[config.mk]
export PLATFORM = sky130hd
export DESIGN_NAME = lspe_power_enables
export DESIGN_NICKNAME = d
export VERILOG_FILES = /design/src/logic/lspe_pkg.sv /design/src/logic/lspe_line_driver.sv /design/src/logic/lspe_power_enables.sv /design/src/logic/lspe_sync.sv
export VERILOG_INCLUDE_DIRS = /design/src /design/src/logic
export SDC_FILE = /design/constraint.sdc
export NUM_CORES = 1
export LEC_CHECK = 0
export ABC_AREA = 0
export ABC_CLOCK_PERIOD_IN_PS = 2000
export BUFFER_PORTS_ARGS = -buffer_cell sky130_fd_sc_hd__buf_2
export CORE_ASPECT_RATIO = 1.4
export CORE_MARGIN = 1.5
export CORE_UTILIZATION = 49
export CTS_CLUSTER_DIAMETER = 200
export DETAILED_ROUTE_END_ITERATION = 10
export HOLD_SLACK_MARGIN = 0.03
export MAX_ROUTING_LAYER = met4
export PLACE_DENSITY = 0.71
export SETUP_SLACK_MARGIN = 0.02
export SKIP_CTS_REPAIR_TIMING = 1
export SLEW_MARGIN = 20
export SYNTH_ARGS = -nofsm -noshare
export SYNTH_HDL_FRONTEND = slang
export SYNTH_SLANG_ARGS = --single-unit
[constraint.sdc]
create_clock -name ref_clk -period 2 [get_ports ref_clk]
set_clock_uncertainty 0.05 [all_clocks]
set_input_delay 0.1 -clock ref_clk [delete_from_list [all_inputs] [get_ports ref_clk]]
set_output_delay 0.1 -clock ref_clk [all_outputs]
set_load 0.05 [all_outputs]
[src/logic/lspe_defs.svh]
// Register map, field positions, reset values and timing figures of the
// line section power enable block. Included by the package and the top module.
`ifndef LSPE_DEFS_SVH
`define LSPE_DEFS_SVH

`define LSPE_ADDR_W 8
`define LSPE_DATA_W 8
`define LSPE_NUM_CH 3

`define LSPE_CTL_OFS 8'h00
`define LSPE_STAT_OFS 8'h40

`define LSPE_CTL_RST 8'h00
`define LSPE_CTL_WR_MASK 8'h77
`define LSPE_TX_ON_LSB 0
`define LSPE_RX_ON_LSB 4

`define LSPE_STAT_PIN_LSB 0
`define LSPE_STAT_READY_LSB 4

`define LSPE_CLK_PERIOD_NS 10
`define LSPE_RX_SETTLE_NS 1000

`endif

[src/logic/lspe_pkg.sv]
// Types shared by the line section power enable modules.
// Assumes the constants header is on the include path.
`include "lspe_defs.svh"

package lspe_pkg;

	typedef logic [`LSPE_DATA_W-1:0] lspe_reg_t;
	typedef logic [`LSPE_ADDR_W-1:0] lspe_addr_t;

	typedef enum logic [1:0] {
		LSPE_RX_OFF,
		LSPE_RX_WAKE,
		LSPE_RX_ON
	} lspe_rx_state_t;

endpackage

[src/logic/lspe_line_driver.sv]
// One channel's transmit line driver: a registered output pair and enable.
// Assumes data comes from logic on ref_clk; the pad applies the enable.
`timescale 1ns/1ps

module lspe_line_driver (
	input wire logic ref_clk,
	input wire logic rst,
	input wire logic drvEnable,
	input wire logic dataPos,
	input wire logic dataNeg,
	output logic lineOutPos,
	output logic lineOutNeg,
	output logic lineOutOe
);

	logic pos_ff;
	logic neg_ff;
	logic oe_ff;

	// Disabled driver sends nothing and releases both pins
	always_ff @(posedge ref_clk or posedge rst) begin
		if (rst) begin
			oe_ff <= 1'b0;
		end else begin
			oe_ff <= drvEnable;
		end
	end

	always_ff @(posedge ref_clk or posedge rst) begin
		if (rst) begin
			pos_ff <= 1'b0;
			neg_ff <= 1'b0;
		end else begin
			pos_ff <= drvEnable & dataPos;
			neg_ff <= drvEnable & dataNeg;
		end
	end

	assign lineOutPos = pos_ff;
	assign lineOutNeg = neg_ff;
	assign lineOutOe = oe_ff;

endmodule // lspe_line_driver

[src/logic/lspe_power_enables.sv]
// Top of the line section power enable block: control register, receive
// section power sequencing and transmit driver gating for three channels.
// Assumes a single-cycle register port on ref_clk; enable and receive line pins arrive asynchronously.
`timescale 1ns/1ps

`include "lspe_defs.svh"

module lspe_power_enables
	import lspe_pkg::*;
#(
	parameter int NUM_CH = `LSPE_NUM_CH,
	parameter int RX_SETTLE_NS = `LSPE_RX_SETTLE_NS
) (
	input wire logic ref_clk,
	input wire logic rst,
	input wire logic [`LSPE_ADDR_W-1:0] regAddr,
	input wire logic [`LSPE_DATA_W-1:0] regWrData,
	input wire logic regWr,
	input wire logic regRd,
	output logic [`LSPE_DATA_W-1:0] regRdData,
	input wire logic [NUM_CH-1:0] txEnablePin,
	input wire logic [NUM_CH-1:0] txDataPos,
	input wire logic [NUM_CH-1:0] txDataNeg,
	output logic [NUM_CH-1:0] lineOutPos,
	output logic [NUM_CH-1:0] lineOutNeg,
	output logic [NUM_CH-1:0] lineOutOe,
	input wire logic [NUM_CH-1:0] lineInPos,
	input wire logic [NUM_CH-1:0] lineInNeg,
	output logic [NUM_CH-1:0] rxDataPos,
	output logic [NUM_CH-1:0] rxDataNeg,
	output logic [NUM_CH-1:0] rxPowerDown,
	output logic [NUM_CH-1:0] rxReady
);

	localparam int RX_SETTLE_CYC_RAW =
		(RX_SETTLE_NS + `LSPE_CLK_PERIOD_NS - 1) / `LSPE_CLK_PERIOD_NS;
	localparam int RX_SETTLE_CYC = (RX_SETTLE_CYC_RAW < 1) ? 1 : RX_SETTLE_CYC_RAW;
	localparam int CNT_W = $clog2(RX_SETTLE_CYC + 1);
	localparam int SYNC_W = 3 * NUM_CH;

	initial begin
		if (NUM_CH != `LSPE_NUM_CH) begin
			$error("lspe_power_enables: control layout serves exactly three channels");
		end
		if (RX_SETTLE_NS < 1) begin
			$error("lspe_power_enables: RX_SETTLE_NS must be positive");
		end
	end

	lspe_reg_t ctl_ff;
	lspe_reg_t rdData_ff;
	lspe_reg_t statusWord;
	logic [SYNC_W-1:0] syncBus;
	logic [NUM_CH-1:0] txPinSync;
	logic [NUM_CH-1:0] lineInPosSync;
	logic [NUM_CH-1:0] lineInNegSync;
	logic [NUM_CH-1:0] rxReadyInt;

	lspe_sync #(
		.WIDTH(SYNC_W)
	) u_pin_sync (
		.ref_clk(ref_clk),
		.rst(rst),
		.asyncIn({lineInNeg, lineInPos, txEnablePin}),
		.syncOut(syncBus)
	);

	assign txPinSync = syncBus[NUM_CH-1:0];
	assign lineInPosSync = syncBus[2*NUM_CH-1:NUM_CH];
	assign lineInNegSync = syncBus[3*NUM_CH-1:2*NUM_CH];

	// Control register: reserved bits never store
	always_ff @(posedge ref_clk or posedge rst) begin
		if (rst) begin
			ctl_ff <= `LSPE_CTL_RST;
		end else if (regWr && regAddr == `LSPE_CTL_OFS) begin
			ctl_ff <= regWrData & `LSPE_CTL_WR_MASK;
		end
	end

	always_comb begin
		statusWord = '0;
		statusWord[`LSPE_STAT_PIN_LSB +: NUM_CH] = txPinSync;
		statusWord[`LSPE_STAT_READY_LSB +: NUM_CH] = rxReadyInt;
	end

	// Read data stands only in the cycle after the strobe
	always_ff @(posedge ref_clk or posedge rst) begin
		if (rst) begin
			rdData_ff <= '0;
		end else if (regRd) begin
			case (regAddr)
				`LSPE_CTL_OFS: rdData_ff <= ctl_ff & `LSPE_CTL_WR_MASK;
				`LSPE_STAT_OFS: rdData_ff <= statusWord;
				default: rdData_ff <= '0;
			endcase
		end else begin
			rdData_ff <= '0;
		end
	end

	assign regRdData = rdData_ff;

	genvar ch;
	generate
		for (ch = 0; ch < NUM_CH; ch++) begin : g_ch
			lspe_rx_state_t state_ff;
			logic [CNT_W-1:0] settle_ff;
			logic pdn_ff;
			logic ready_ff;
			logic rxPos_ff;
			logic rxNeg_ff;
			logic rxOn;

			assign rxOn = ctl_ff[`LSPE_RX_ON_LSB + ch];

			// Receive section power sequence; clearing the bit cuts it at once
			always_ff @(posedge ref_clk or posedge rst) begin
				if (rst) begin
					state_ff <= LSPE_RX_OFF;
					settle_ff <= '0;
				end else begin
					case (state_ff)
						LSPE_RX_OFF: begin
							if (rxOn) begin
								state_ff <= LSPE_RX_WAKE;
								settle_ff <= CNT_W'(RX_SETTLE_CYC - 1);
							end
						end
						LSPE_RX_WAKE: begin
							if (!rxOn) begin
								state_ff <= LSPE_RX_OFF;
							end else if (settle_ff == '0) begin
								state_ff <= LSPE_RX_ON;
							end else begin
								settle_ff <= settle_ff - CNT_W'(1);
							end
						end
						LSPE_RX_ON: begin
							if (!rxOn) begin
								state_ff <= LSPE_RX_OFF;
							end
						end
						default: begin
							state_ff <= LSPE_RX_OFF;
						end
					endcase
				end
			end

			always_ff @(posedge ref_clk or posedge rst) begin
				if (rst) begin
					pdn_ff <= 1'b1;
					ready_ff <= 1'b0;
				end else begin
					pdn_ff <= !rxOn;
					ready_ff <= rxOn && state_ff == LSPE_RX_ON;
				end
			end

			// Line data passes only from a powered, settled section
			always_ff @(posedge ref_clk or posedge rst) begin
				if (rst) begin
					rxPos_ff <= 1'b0;
					rxNeg_ff <= 1'b0;
				end else begin
					rxPos_ff <= rxOn && state_ff == LSPE_RX_ON && lineInPosSync[ch];
					rxNeg_ff <= rxOn && state_ff == LSPE_RX_ON && lineInNegSync[ch];
				end
			end

			assign rxPowerDown[ch] = pdn_ff;
			assign rxReady[ch] = ready_ff;
			assign rxReadyInt[ch] = ready_ff;
			assign rxDataPos[ch] = rxPos_ff;
			assign rxDataNeg[ch] = rxNeg_ff;

			lspe_line_driver u_drv (
				.ref_clk(ref_clk),
				.rst(rst),
				.drvEnable(txPinSync[ch] & ctl_ff[`LSPE_TX_ON_LSB + ch]),
				.dataPos(txDataPos[ch]),
				.dataNeg(txDataNeg[ch]),
				.lineOutPos(lineOutPos[ch]),
				.lineOutNeg(lineOutNeg[ch]),
				.lineOutOe(lineOutOe[ch])
			);
		end
	endgenerate

endmodule // lspe_power_enables

[src/logic/lspe_sync.sv]
// Two flip-flop synchroniser for a bundle of asynchronous levels.
// Assumes each bit is an independent level; no word coherence is promised.
`timescale 1ns/1ps

module lspe_sync #(
	parameter int WIDTH = 1
) (
	input wire logic ref_clk,
	input wire logic rst,
	input wire logic [WIDTH-1:0] asyncIn,
	output logic [WIDTH-1:0] syncOut
);

	logic [WIDTH-1:0] stage1_ff;
	logic [WIDTH-1:0] stage2_ff;

	initial begin
		if (WIDTH < 1) begin
			$error("lspe_sync: WIDTH must be at least 1");
		end
	end

	always_ff @(posedge ref_clk or posedge rst) begin
		if (rst) begin
			stage1_ff <= '0;
			stage2_ff <= '0;
		end else begin
			stage1_ff <= asyncIn;
			stage2_ff <= stage1_ff;
		end
	end

	assign syncOut = stage2_ff;

endmodule // lspe_sync

==> results.yml, run 1 <==
worst_setup_path:
  end_kind: "flop"
  crit_family: "compound AO/OA/AOI/OAI gates"
  crit_fanout: 5
  crit_type: "flop to flop"
  cp.arrival_ns: 2.03
  critPathSlowestCell: "a2111oi_0"
  startpoint_type: "flop"
  path_cells: "inv_1 > ha_1 > and3b_1 > a2111oi_0 > and3_1 > o21ai_0"
  cpPeakStageDelay_ns: 0.51
  crit_buf_inv: 1
  critPathRequiredTime_ns: 2.19
sta:
  fmax_mhz: 546
  finalHoldViolCount: 0
  fin_crit_sh_pct: 91.6
  slew_headroom_pct: 60.1
  rsz0062_at_grt: "no"
  min_period_ns: 1.83
  max_slew.worst_pin.slew_ns: 0.598
  slew_violations: 0
  setup_violations: 0
  setup_tns_ns: 0
power_and_ir_drop:
  cellLeakagePower_uw: 0.00202
  vdd_drop_max_uv: 565
  powerDensity_mw_per_mm2: 974
place:
  placed_area_mm2: 0.00348
  gp_congestion: 0.794
  hpwl_um: 3800
  io_buffers: 59
logic_synthesis:
  synth.avg_cell_area_um2: 12.2
  yosys-top-cells-area: "dfrtp_1 (58%), buf_4 (5.4%), nor2_1 (3.3%)"
  async_flop_share_pct: 100
  synth_cell_types: 46
  yosysWarnings: 0
  synth_edf_count: 0
  synth_cells: 263
  yosysTopAreaCellShare_pct: 58.4
  yosys.area.top_type: "dfrtp_1"
  syn_area_mm2: 0.00321
  ys.flop_type: "dfrtp_1"
  ys_ff_latch: 78
  ys_seq_area_share_pct: 60.9
final_layout:
  drive_gt1_share_pct: 28.7
  fin_area_mm2: 0.00391
  area_growth_pct: 21.6
  n_antenna_cell: 0
  mostFrequentLayoutCell: "dfrtp_1"
  final_cell_mix: "dfrtp_1 (75), buf_2 (59), nor2_1 (28)"
  nNetsFinal: 378
floorplan:
  core_area_mm2: 0.00630
  die_area_mm2: 0.00706
  io_pins: 64
  die_x_um: 71.4
  initial_core_util_pct: 51.0
  rows: 34
  die_y_um: 98.8
min_path:
  hold_class: "input port to flop"
drt:
  wl_per_cell_um: 13.6
  drc_errors: 8
  first_pass_iters: 7
  via_per_inst: 5.13
  drt_iter0_drc: 46
  routed_wirelength_um: 5630
  num_vias: 2124
  ant_nets: 0
global_routing:
  grt_pass1_vias: 2028
  grt_start_max_net_pins: 37
  grt_overflow: 0
  grt_pass1_wl_um: 8810
  grt_usage_pct: 17.0
  antenna_found_initial: 0
run_status:
  violations: "DRC"
  status: "finished with violations"
clocking:
  htreeDepth: 3
  clkSlewWorstSetupHoldPaths_ns: 0.09
  clock_path_buffers: 2
  cts_root_buf: "clkbuf_8"
  cts_made_buffers: 9
  clk_latency_ns: 0.36
  cts_tree: "done"
  clock-sinks: 78
run:
  cap_violations: 0
## report_power, final
group / switching [µW] / internal, µW
clock network: 611 / 593
registers: 202 / 1770
logic: 328 / 296
total: 1140 / 2660
## sequential cells by signal, summed over array words and instances (netlist names)
| name | cells |
|---|---|
| g_ch.rxNeg_ff | 3 |
| u_pin_sync.syncOut | 9 |
| g_ch.u_drv.lineOutPos | 3 |
| g_ch.rxPos_ff | 3 |
| ctl_ff | 6 |
| g_ch.ready_ff | 3 |
| g_ch.state_ff | 6 |
| g_ch.u_drv.lineOutNeg | 3 |
| u_pin_sync.stage1_ff | 9 |
| g_ch.u_drv.lineOutOe | 3 |
| regRdData | 6 |
| g_ch.pdn_ff | 3 |
| g_ch.settle_ff | 21 |
## logic make-up after synthesis
| family | count (synthesis) | synth area share (%) |
|---|---|---|
| simple gates | 89 | 16.9 |
| buf+inv | 37 | 7.05 |
| fa+ha+maj | 6 | 2.34 |
| mux | 13 | 4.28 |
| compound gates | 30 | 6.04 |
| flops | 78 | 60.9 |
| other cells | 1 | 0.117 |
| xor+xnor | 9 | 2.45 |
## worst min-delay path, cell delays in order
cell     delay, ns
buf_2         0.10
nand2_1       0.20
nor2_1        0.08
## layout make-up
| class | count | area [µm²] |
|---|---|---|
| fillers | 500 | 2390 |
| flip-flops and latches | 78 | 1960 |
| multi-input cells | 149 | 1030 |
| repair buffers | 87 | 573 |
| clock buffers | 9 | 124 |
| well taps | 72 | 90.1 |
| clock inverters | 7 | 80.1 |
| inverters | 12 | 48.8 |
## per-stage QoR
stage	hold WS (ns)	power [µW]	cells	setup WS [ns]	utilization (%)
after floorplan	0.0814	2410	264	0.324	-
after global placement	0.147	2550	376	0.225	55.3
after detailed placement	0.156	2600	376	0.185	55.3
after CTS	-0.238	3810	392	0.171	58.5
after global routing	0.122	4020	414	0.0386	62.0
final	0.104	3810	414	0.167	62.0
## synth_stat cells (2+ instances only)
master / n
nand3_1: 2
a211oi_1: 3
nand2b_1: 3
nor2b_1: 5
dfstp_2: 3
xnor2_1: 3
nor2_1: 28
a31oi_1: 3
and3b_1: 4
o21a_1: 2
o211ai_1: 2
nand3b_1: 2
or4b_1: 2
buf_4: 23
mux2i_1: 7
ha_1: 6
and2_1: 7
or3_1: 2
xor2_1: 6
mux2_2: 6
and3_1: 14
nand2_1: 4
or4_1: 2
o21ai_0: 8
dfrtp_1: 75
a21oi_1: 6
nor3_1: 4
inv_1: 12
nor4_1: 2
## path summary, 6_finish.rpt
| kind | slack (ns) | cells past startpoint | end | startpoint |
|---|---|---|---|---|
| worst max-delay path | 0.17 | 6 | g_ch[0].settle_ff[5] | g_ch[0].settle_ff[0] |
| worst min-delay path | 0.10 | 3 | regRdData[0] | regRd |
| worst max register to register | 0.17 | 6 | g_ch[0].settle_ff[5] | g_ch[0].settle_ff[0] |
| worst min register to register | 0.31 | 0 | u_pin_sync.syncOut[2] | u_pin_sync.stage1_ff[2] |
| max in group asynchronous | 0.98 | 4 | g_ch[0].pdn_ff | rst |
| min in group asynchronous | 0.31 | 3 | u_pin_sync.stage1_ff[5] | rst |
## metal layers
layer	part of all wire [%]	GRT usage [%]	vias to the layer above	wire [µm]
met5	0	-	-	0
met4	2.2	9.47	0	122
met3	4.7	3.89	10	262
met1	41	18.9	1031	2290
li1	-	-	1023	-
met2	52	27.8	60	2950
Power figures use the tool's default switching activity.
==> inputs of run 2 (changes only) <==
--- a/config.mk
+++ b/config.mk
@@ -9,14 +9,16 @@
 export ABC_AREA = 0
 export ABC_CLOCK_PERIOD_IN_PS = 2000
 export BUFFER_PORTS_ARGS = -buffer_cell sky130_fd_sc_hd__buf_2
+export CELL_PAD_IN_SITES_DETAIL_PLACEMENT = 1
+export CELL_PAD_IN_SITES_GLOBAL_PLACEMENT = 2
 export CORE_ASPECT_RATIO = 1.4
 export CORE_MARGIN = 1.5
-export CORE_UTILIZATION = 49
+export CORE_UTILIZATION = 32
 export CTS_CLUSTER_DIAMETER = 200
 export DETAILED_ROUTE_END_ITERATION = 10
 export HOLD_SLACK_MARGIN = 0.03
 export MAX_ROUTING_LAYER = met4
-export PLACE_DENSITY = 0.71
+export PLACE_DENSITY = 0.7
 export SETUP_SLACK_MARGIN = 0.02
 export SKIP_CTS_REPAIR_TIMING = 1
 export SLEW_MARGIN = 20
==> run 2 against run 1 <==
Net effect: the run now ends clean; sequential share of layout area fell by 1.8 points; non-clock buffer count fell by 2; via count up 2.0%; critical endpoint is now g_ch[1].settle_ff[4]; core utilization shrank 21 points; maximum frequency is 1.0% higher; combinational power hardly changed.
==> results.yml, run 2 (synthesis gave the netlist of run 1 again) <==
worst_setup_path:
  cp.arrival_ns: 1.99
  critPathRequiredTime_ns: 2.17
  cpPeakStageDelay_ns: 0.36
  end_kind: "flop"
  critPathSlowestCell: "dfrtp_1"
  reg2reg_slack_ns: 0.19
  cp_common_cell: "inv_1"
  path_cells: "inv_1 > ha_1 > and4bb_2 > a21oi_1 > inv_1 > o41ai_1"
  crit_family: "compound AO/OA/AOI/OAI gates"
  crit_buf_inv: 2
  crit_fanout: 5
  startpoint_type: "flop"
  crit_type: "flop to flop"
final_layout:
  fin_cells: 475
  mostFrequentLayoutCell: "dfrtp_1"
  nFillCells: 1091
  area_growth_pct: 26.1
  nNetsFinal: 376
  drive_gt1_share_pct: 28.2
  top_register: "g_ch.settle_ff"
  regArea_mm2: 0.00196
  largest_reg_flops: 21
  n_antenna_cell: 0
  multi_input_area_mm2: 0.00104
  final_cell_mix: "dfrtp_1 (75), buf_2 (59), nor2_1 (28)"
place:
  dp.cells: 437
  gp_congestion: 0.733
  hpwl_um: 4510
  io_buffers: 59
global_routing:
  antenna_found_initial: 0
  grt_start_max_net_pins: 79
  busiest_layer: "met2"
  grt_overflow: 0
  met2_usage_pct: 21.8
  use_met3_pct: 3.79
  use_met1_pct: 14.5
  grt_usage_pct: 13.4
  grt_pass1_vias: 2172
  grt_pass1_wl_um: 10300
drt:
  routed_wirelength_um: 6580
  drt_iter0_drc: 69
  wl_per_cell_um: 13.9
  via_per_inst: 4.56
  first_pass_iters: 3
  drc_errors: 0
  num_vias: 2167
  ant_nets: 0
run_status:
  status: "finished, final reports clean"
floorplan:
  die_y_um: 122
  io_pins: 64
  initial_core_util_pct: 32.6
  core_area_mm2: 0.00985
  die_x_um: 87.7
  die_area_mm2: 0.0107
  rows: 43
power_and_ir_drop:
  cellLeakagePower_uw: 0.00204
  vdd_drop_max_uv: 466
  powerDensity_mw_per_mm2: 1020
clocking:
  cts_made_buffers: 9
  clk_latency_ns: 0.34
  cts_root_buf: "clkbuf_16"
  clock_path_buffers: 2
  htreeDepth: 3
  clkSlewWorstSetupHoldPaths_ns: 0.07
  cts_tree: "done"
  clock-sinks: 78
sta:
  fin_crit_sh_pct: 90.7
  rsz0062_at_grt: "no"
  max_slew.worst_pin.slew_ns: 0.511
  fmax_mhz: 551
  slew_violations: 0
  slew_headroom_pct: 65.9
  setup_violations: 0
  finalHoldViolCount: 0
  setup_tns_ns: 0
  min_period_ns: 1.81
run:
  cap_violations: 0
min_path:
  hold_class: "input port to flop"
==> run 2: cell type report <==
class / count / area share, %
tap: 135 / 4.17
inverter: 12 / 1.20
clock inverter: 7 / 1.42
sequential: 78 / 48.3
clock buffer: 9 / 5.56
multi-input combinational: 149 / 25.6
timing repair buffer: 85 / 13.8
==> run 2: path summary, 6_finish.rpt <==
kind                                               from                      end  cells after the start
min in group asynchronous                           rst  u_pin_sync.stage1_ff[5]                      4
worst min-delay path                              regRd             regRdData[4]                      3
worst max-delay path               g_ch[1].settle_ff[0]     g_ch[1].settle_ff[4]                      6
worst min register to register  u_pin_sync.stage1_ff[2]    u_pin_sync.syncOut[2]                      0
worst max register to register     g_ch[1].settle_ff[0]     g_ch[1].settle_ff[4]                      6
max in group asynchronous                           rst           g_ch[0].pdn_ff                      4
==> run 2: layer usage <==
| metal | share of wire (%) | wire length [µm] |
|---|---|---|
| met3 | 3.8 | 248 |
| met2 | 52 | 3440 |
| met5 | 0 | 0 |
| met4 | 2.8 | 187 |
| met1 | 41 | 2710 |
==> run 2: worst min-delay path, stage by stage <==
cell     delay (ns)
buf_2          0.09
nand2_1        0.20
nor2_1         0.08
==> run 2: power breakdown <==
group	total [µW]	switching (µW)	internal, µW
clock network	1540	685	855
logic	623	328	295
registers	1980	202	1780
total	4140	1220	2930
==> run 2: through the flow <==
step | setup WS, ns | util, % | cell area, µm² | hold slack (ns) | total power [µW]
6_report | 0.185 | 41.1 | 4050 | 0.125 | 4140
5_1_grt | 0.0413 | 41.1 | 4050 | 0.150 | 4380
4_1_cts | 0.131 | 38.9 | 3830 | -0.197 | 4180
3_5_place_dp | 0.158 | 36.0 | 3550 | 0.160 | 2610
3_3_place_gp | 0.184 | 36.0 | 3550 | 0.159 | 2580
2_1_floorplan | 0.324 | - | 3220 | 0.0814 | 2410
==> inputs of run 3 (changes only) <==
--- a/config.mk
+++ b/config.mk
@@ -19,6 +19,7 @@
 export HOLD_SLACK_MARGIN = 0.03
 export MAX_ROUTING_LAYER = met4
 export PLACE_DENSITY = 0.7
+export REMOVE_ABC_BUFFERS = 1
 export SETUP_SLACK_MARGIN = 0.02
 export SKIP_CTS_REPAIR_TIMING = 1
 export SLEW_MARGIN = 20
==> run 3 against run 2 <==
Net effect: combinational power increased by 1%; routed wire length is essentially flat; via count shrank 2.2%; clock-buffer cell count grew 1.
==> results.yml, run 3 (synthesis gave the netlist of run 1 again) <==
run_status:
  status: "finished, final reports clean"
final_layout:
  regArea_mm2: 0.00196
  final_cell_mix: "dfrtp_1 (75), buf_2 (59), nor2_1 (28)"
  fin_cells: 477
  top_register: "g_ch.settle_ff"
  nNetsFinal: 378
  fin_area_mm2: 0.00409
  multi_input_area_mm2: 0.00104
  final_util_pct: 41.5
  nFillCells: 1079
  drive_gt1_share_pct: 28.7
  mostFrequentLayoutCell: "dfrtp_1"
  largest_reg_flops: 21
  area_growth_pct: 27.2
  n_antenna_cell: 0
clocking:
  clock-sinks: 78
  cts_tree: "done"
  htreeDepth: 3
  cts_made_buffers: 9
  clock_path_buffers: 2
  clk_latency_ns: 0.34
  cts_root_buf: "clkbuf_16"
  clkSlewWorstSetupHoldPaths_ns: 0.06
sta:
  slew_violations: 0
  setup_violations: 0
  slew_headroom_pct: 56.9
  finalHoldViolCount: 0
  fmax_mhz: 544
  fin_hold_ws_ns: 0.124
  fin_crit_sh_pct: 91.9
  fin_ws_ns: 0.162
  max_slew.worst_pin.slew_ns: 0.645
  min_period_ns: 1.84
  rsz0062_at_grt: "no"
worst_setup_path:
  crit_fanout: 5
  reg2reg_from: "g_ch[0].settle_ff[0]"
  reg2reg_to: "g_ch[0].settle_ff[5]"
  cp-startpoint: "g_ch[0].settle_ff[0]"
  critPathRequiredTime_ns: 2.17
  end_kind: "flop"
  endpoint: "g_ch[0].settle_ff[5]"
  cp.arrival_ns: 2.01
  reg2reg_slack_ns: 0.16
  startpoint_type: "flop"
  crit_type: "flop to flop"
  reg2reg_depth: 6
place:
  hpwl_um: 4510
  dp.cells: 439
  placed_area_mm2: 0.00356
  pre_cts_ws_ns: 0.0810
  gp_congestion: 0.744
  io_buffers: 59
min_path:
  hold_class: "input port to flop"
floorplan:
  rows: 43
  initial_core_util_pct: 32.6
  die_x_um: 87.7
  die_area_mm2: 0.0107
  core_area_mm2: 0.00985
  io_pins: 64
  die_y_um: 122
power_and_ir_drop:
  vdd_drop_max_uv: 461
  pwr-share-seq_pct: 46.3
  powerDensity_mw_per_mm2: 1040
  pwr-share-comb_pct: 14.7
  power_switching_uw: 1190
  clkPwrFrac_pct: 38.9
  internal_power_uw: 3080
  netSwitchingFraction_pct: 27.8
  cellLeakagePower_uw: 0.00207
run:
  cap_violations: 0
global_routing:
  grt_start_max_net_pins: 32
  grt_pass1_wl_um: 10400
  grt_usage_pct: 13.5
  grt_overflow: 0
  antenna_found_initial: 0
  grt_pass1_vias: 2174
drt:
  ant_nets: 0
  drc_errors: 0
  wl_per_cell_um: 13.8
  via_per_inst: 4.44
  first_pass_iters: 4
  drt_iter0_drc: 57
  num_vias: 2120
  routed_wirelength_um: 6580
[run 3: cell count changes in the layout (fill, tap and decap cells not counted)]
cell	delta
clkinv_4	-2
bufinv_16	+1
inv_6	+1
inv_8	-1
buf_4	+2
clkinv_2	+1
clkbuf_8	+1
clkinvlp_4	-1
[run 3: worst min-delay path by stage]
stage                               from                      end  cells past startpoint
after CTS                            rst  u_pin_sync.stage1_ff[5]                      2
after global routing               regRd             regRdData[0]                      3
after global placement               rst  u_pin_sync.stage1_ff[5]                      2
after floorplan           txEnablePin[0]  u_pin_sync.stage1_ff[0]                      0
final                              regRd             regRdData[0]                      3
after detailed placement             rst     g_ch[1].settle_ff[1]                      2
[run 3: worst max-delay path: stages (launching register included)]
cell       delay [ns]
dfrtp_1          0.40
inv_1            0.09
ha_1             0.22
and3b_1          0.21
a2111oi_1        0.48
and3_1           0.21
o21ai_0          0.06
[run 3: power groups by stage]
| stage | sequential (µW) | combinational (µW) | clock, µW |
|---|---|---|---|
| CTS | 1980 | 607 | 1710 |
| finish | 1980 | 629 | 1660 |
| global placement | 2000 | 576 | 0 |
| detailed placement | 2010 | 602 | 0 |
| global route | 2010 | 730 | 1770 |
| floorplan | 1970 | 416 | 0 |
[run 3: metal layers]
layer / global-route usage, % / part of all wire [%] / up-vias
met3: 1.76 / 4.0 / 8
li1: - / - / 1027
met1: 15.9 / 44 / 1034
met2: 21.1 / 50 / 51
met5: - / 0 / -
met4: 9.52 / 2.5 / 0
[run 3: cell type report]
cell class	instances	share of cell area [%]
Sequential cell	78	47.9
Multi-Input combinational cell	149	25.4
Timing Repair Buffer	87	14.0
Clock buffer	10	5.85
Tap cell	135	4.13
Clock inverter	6	1.65
Inverter	12	1.13
[run 3: per-stage QoR]
stage	setup TNS, ns	power (µW)
after detailed placement	0	2610
after CTS	0	4300
final	0	4270
after global routing	0	4520
after floorplan	-10.51	2390
after global placement	0	2570
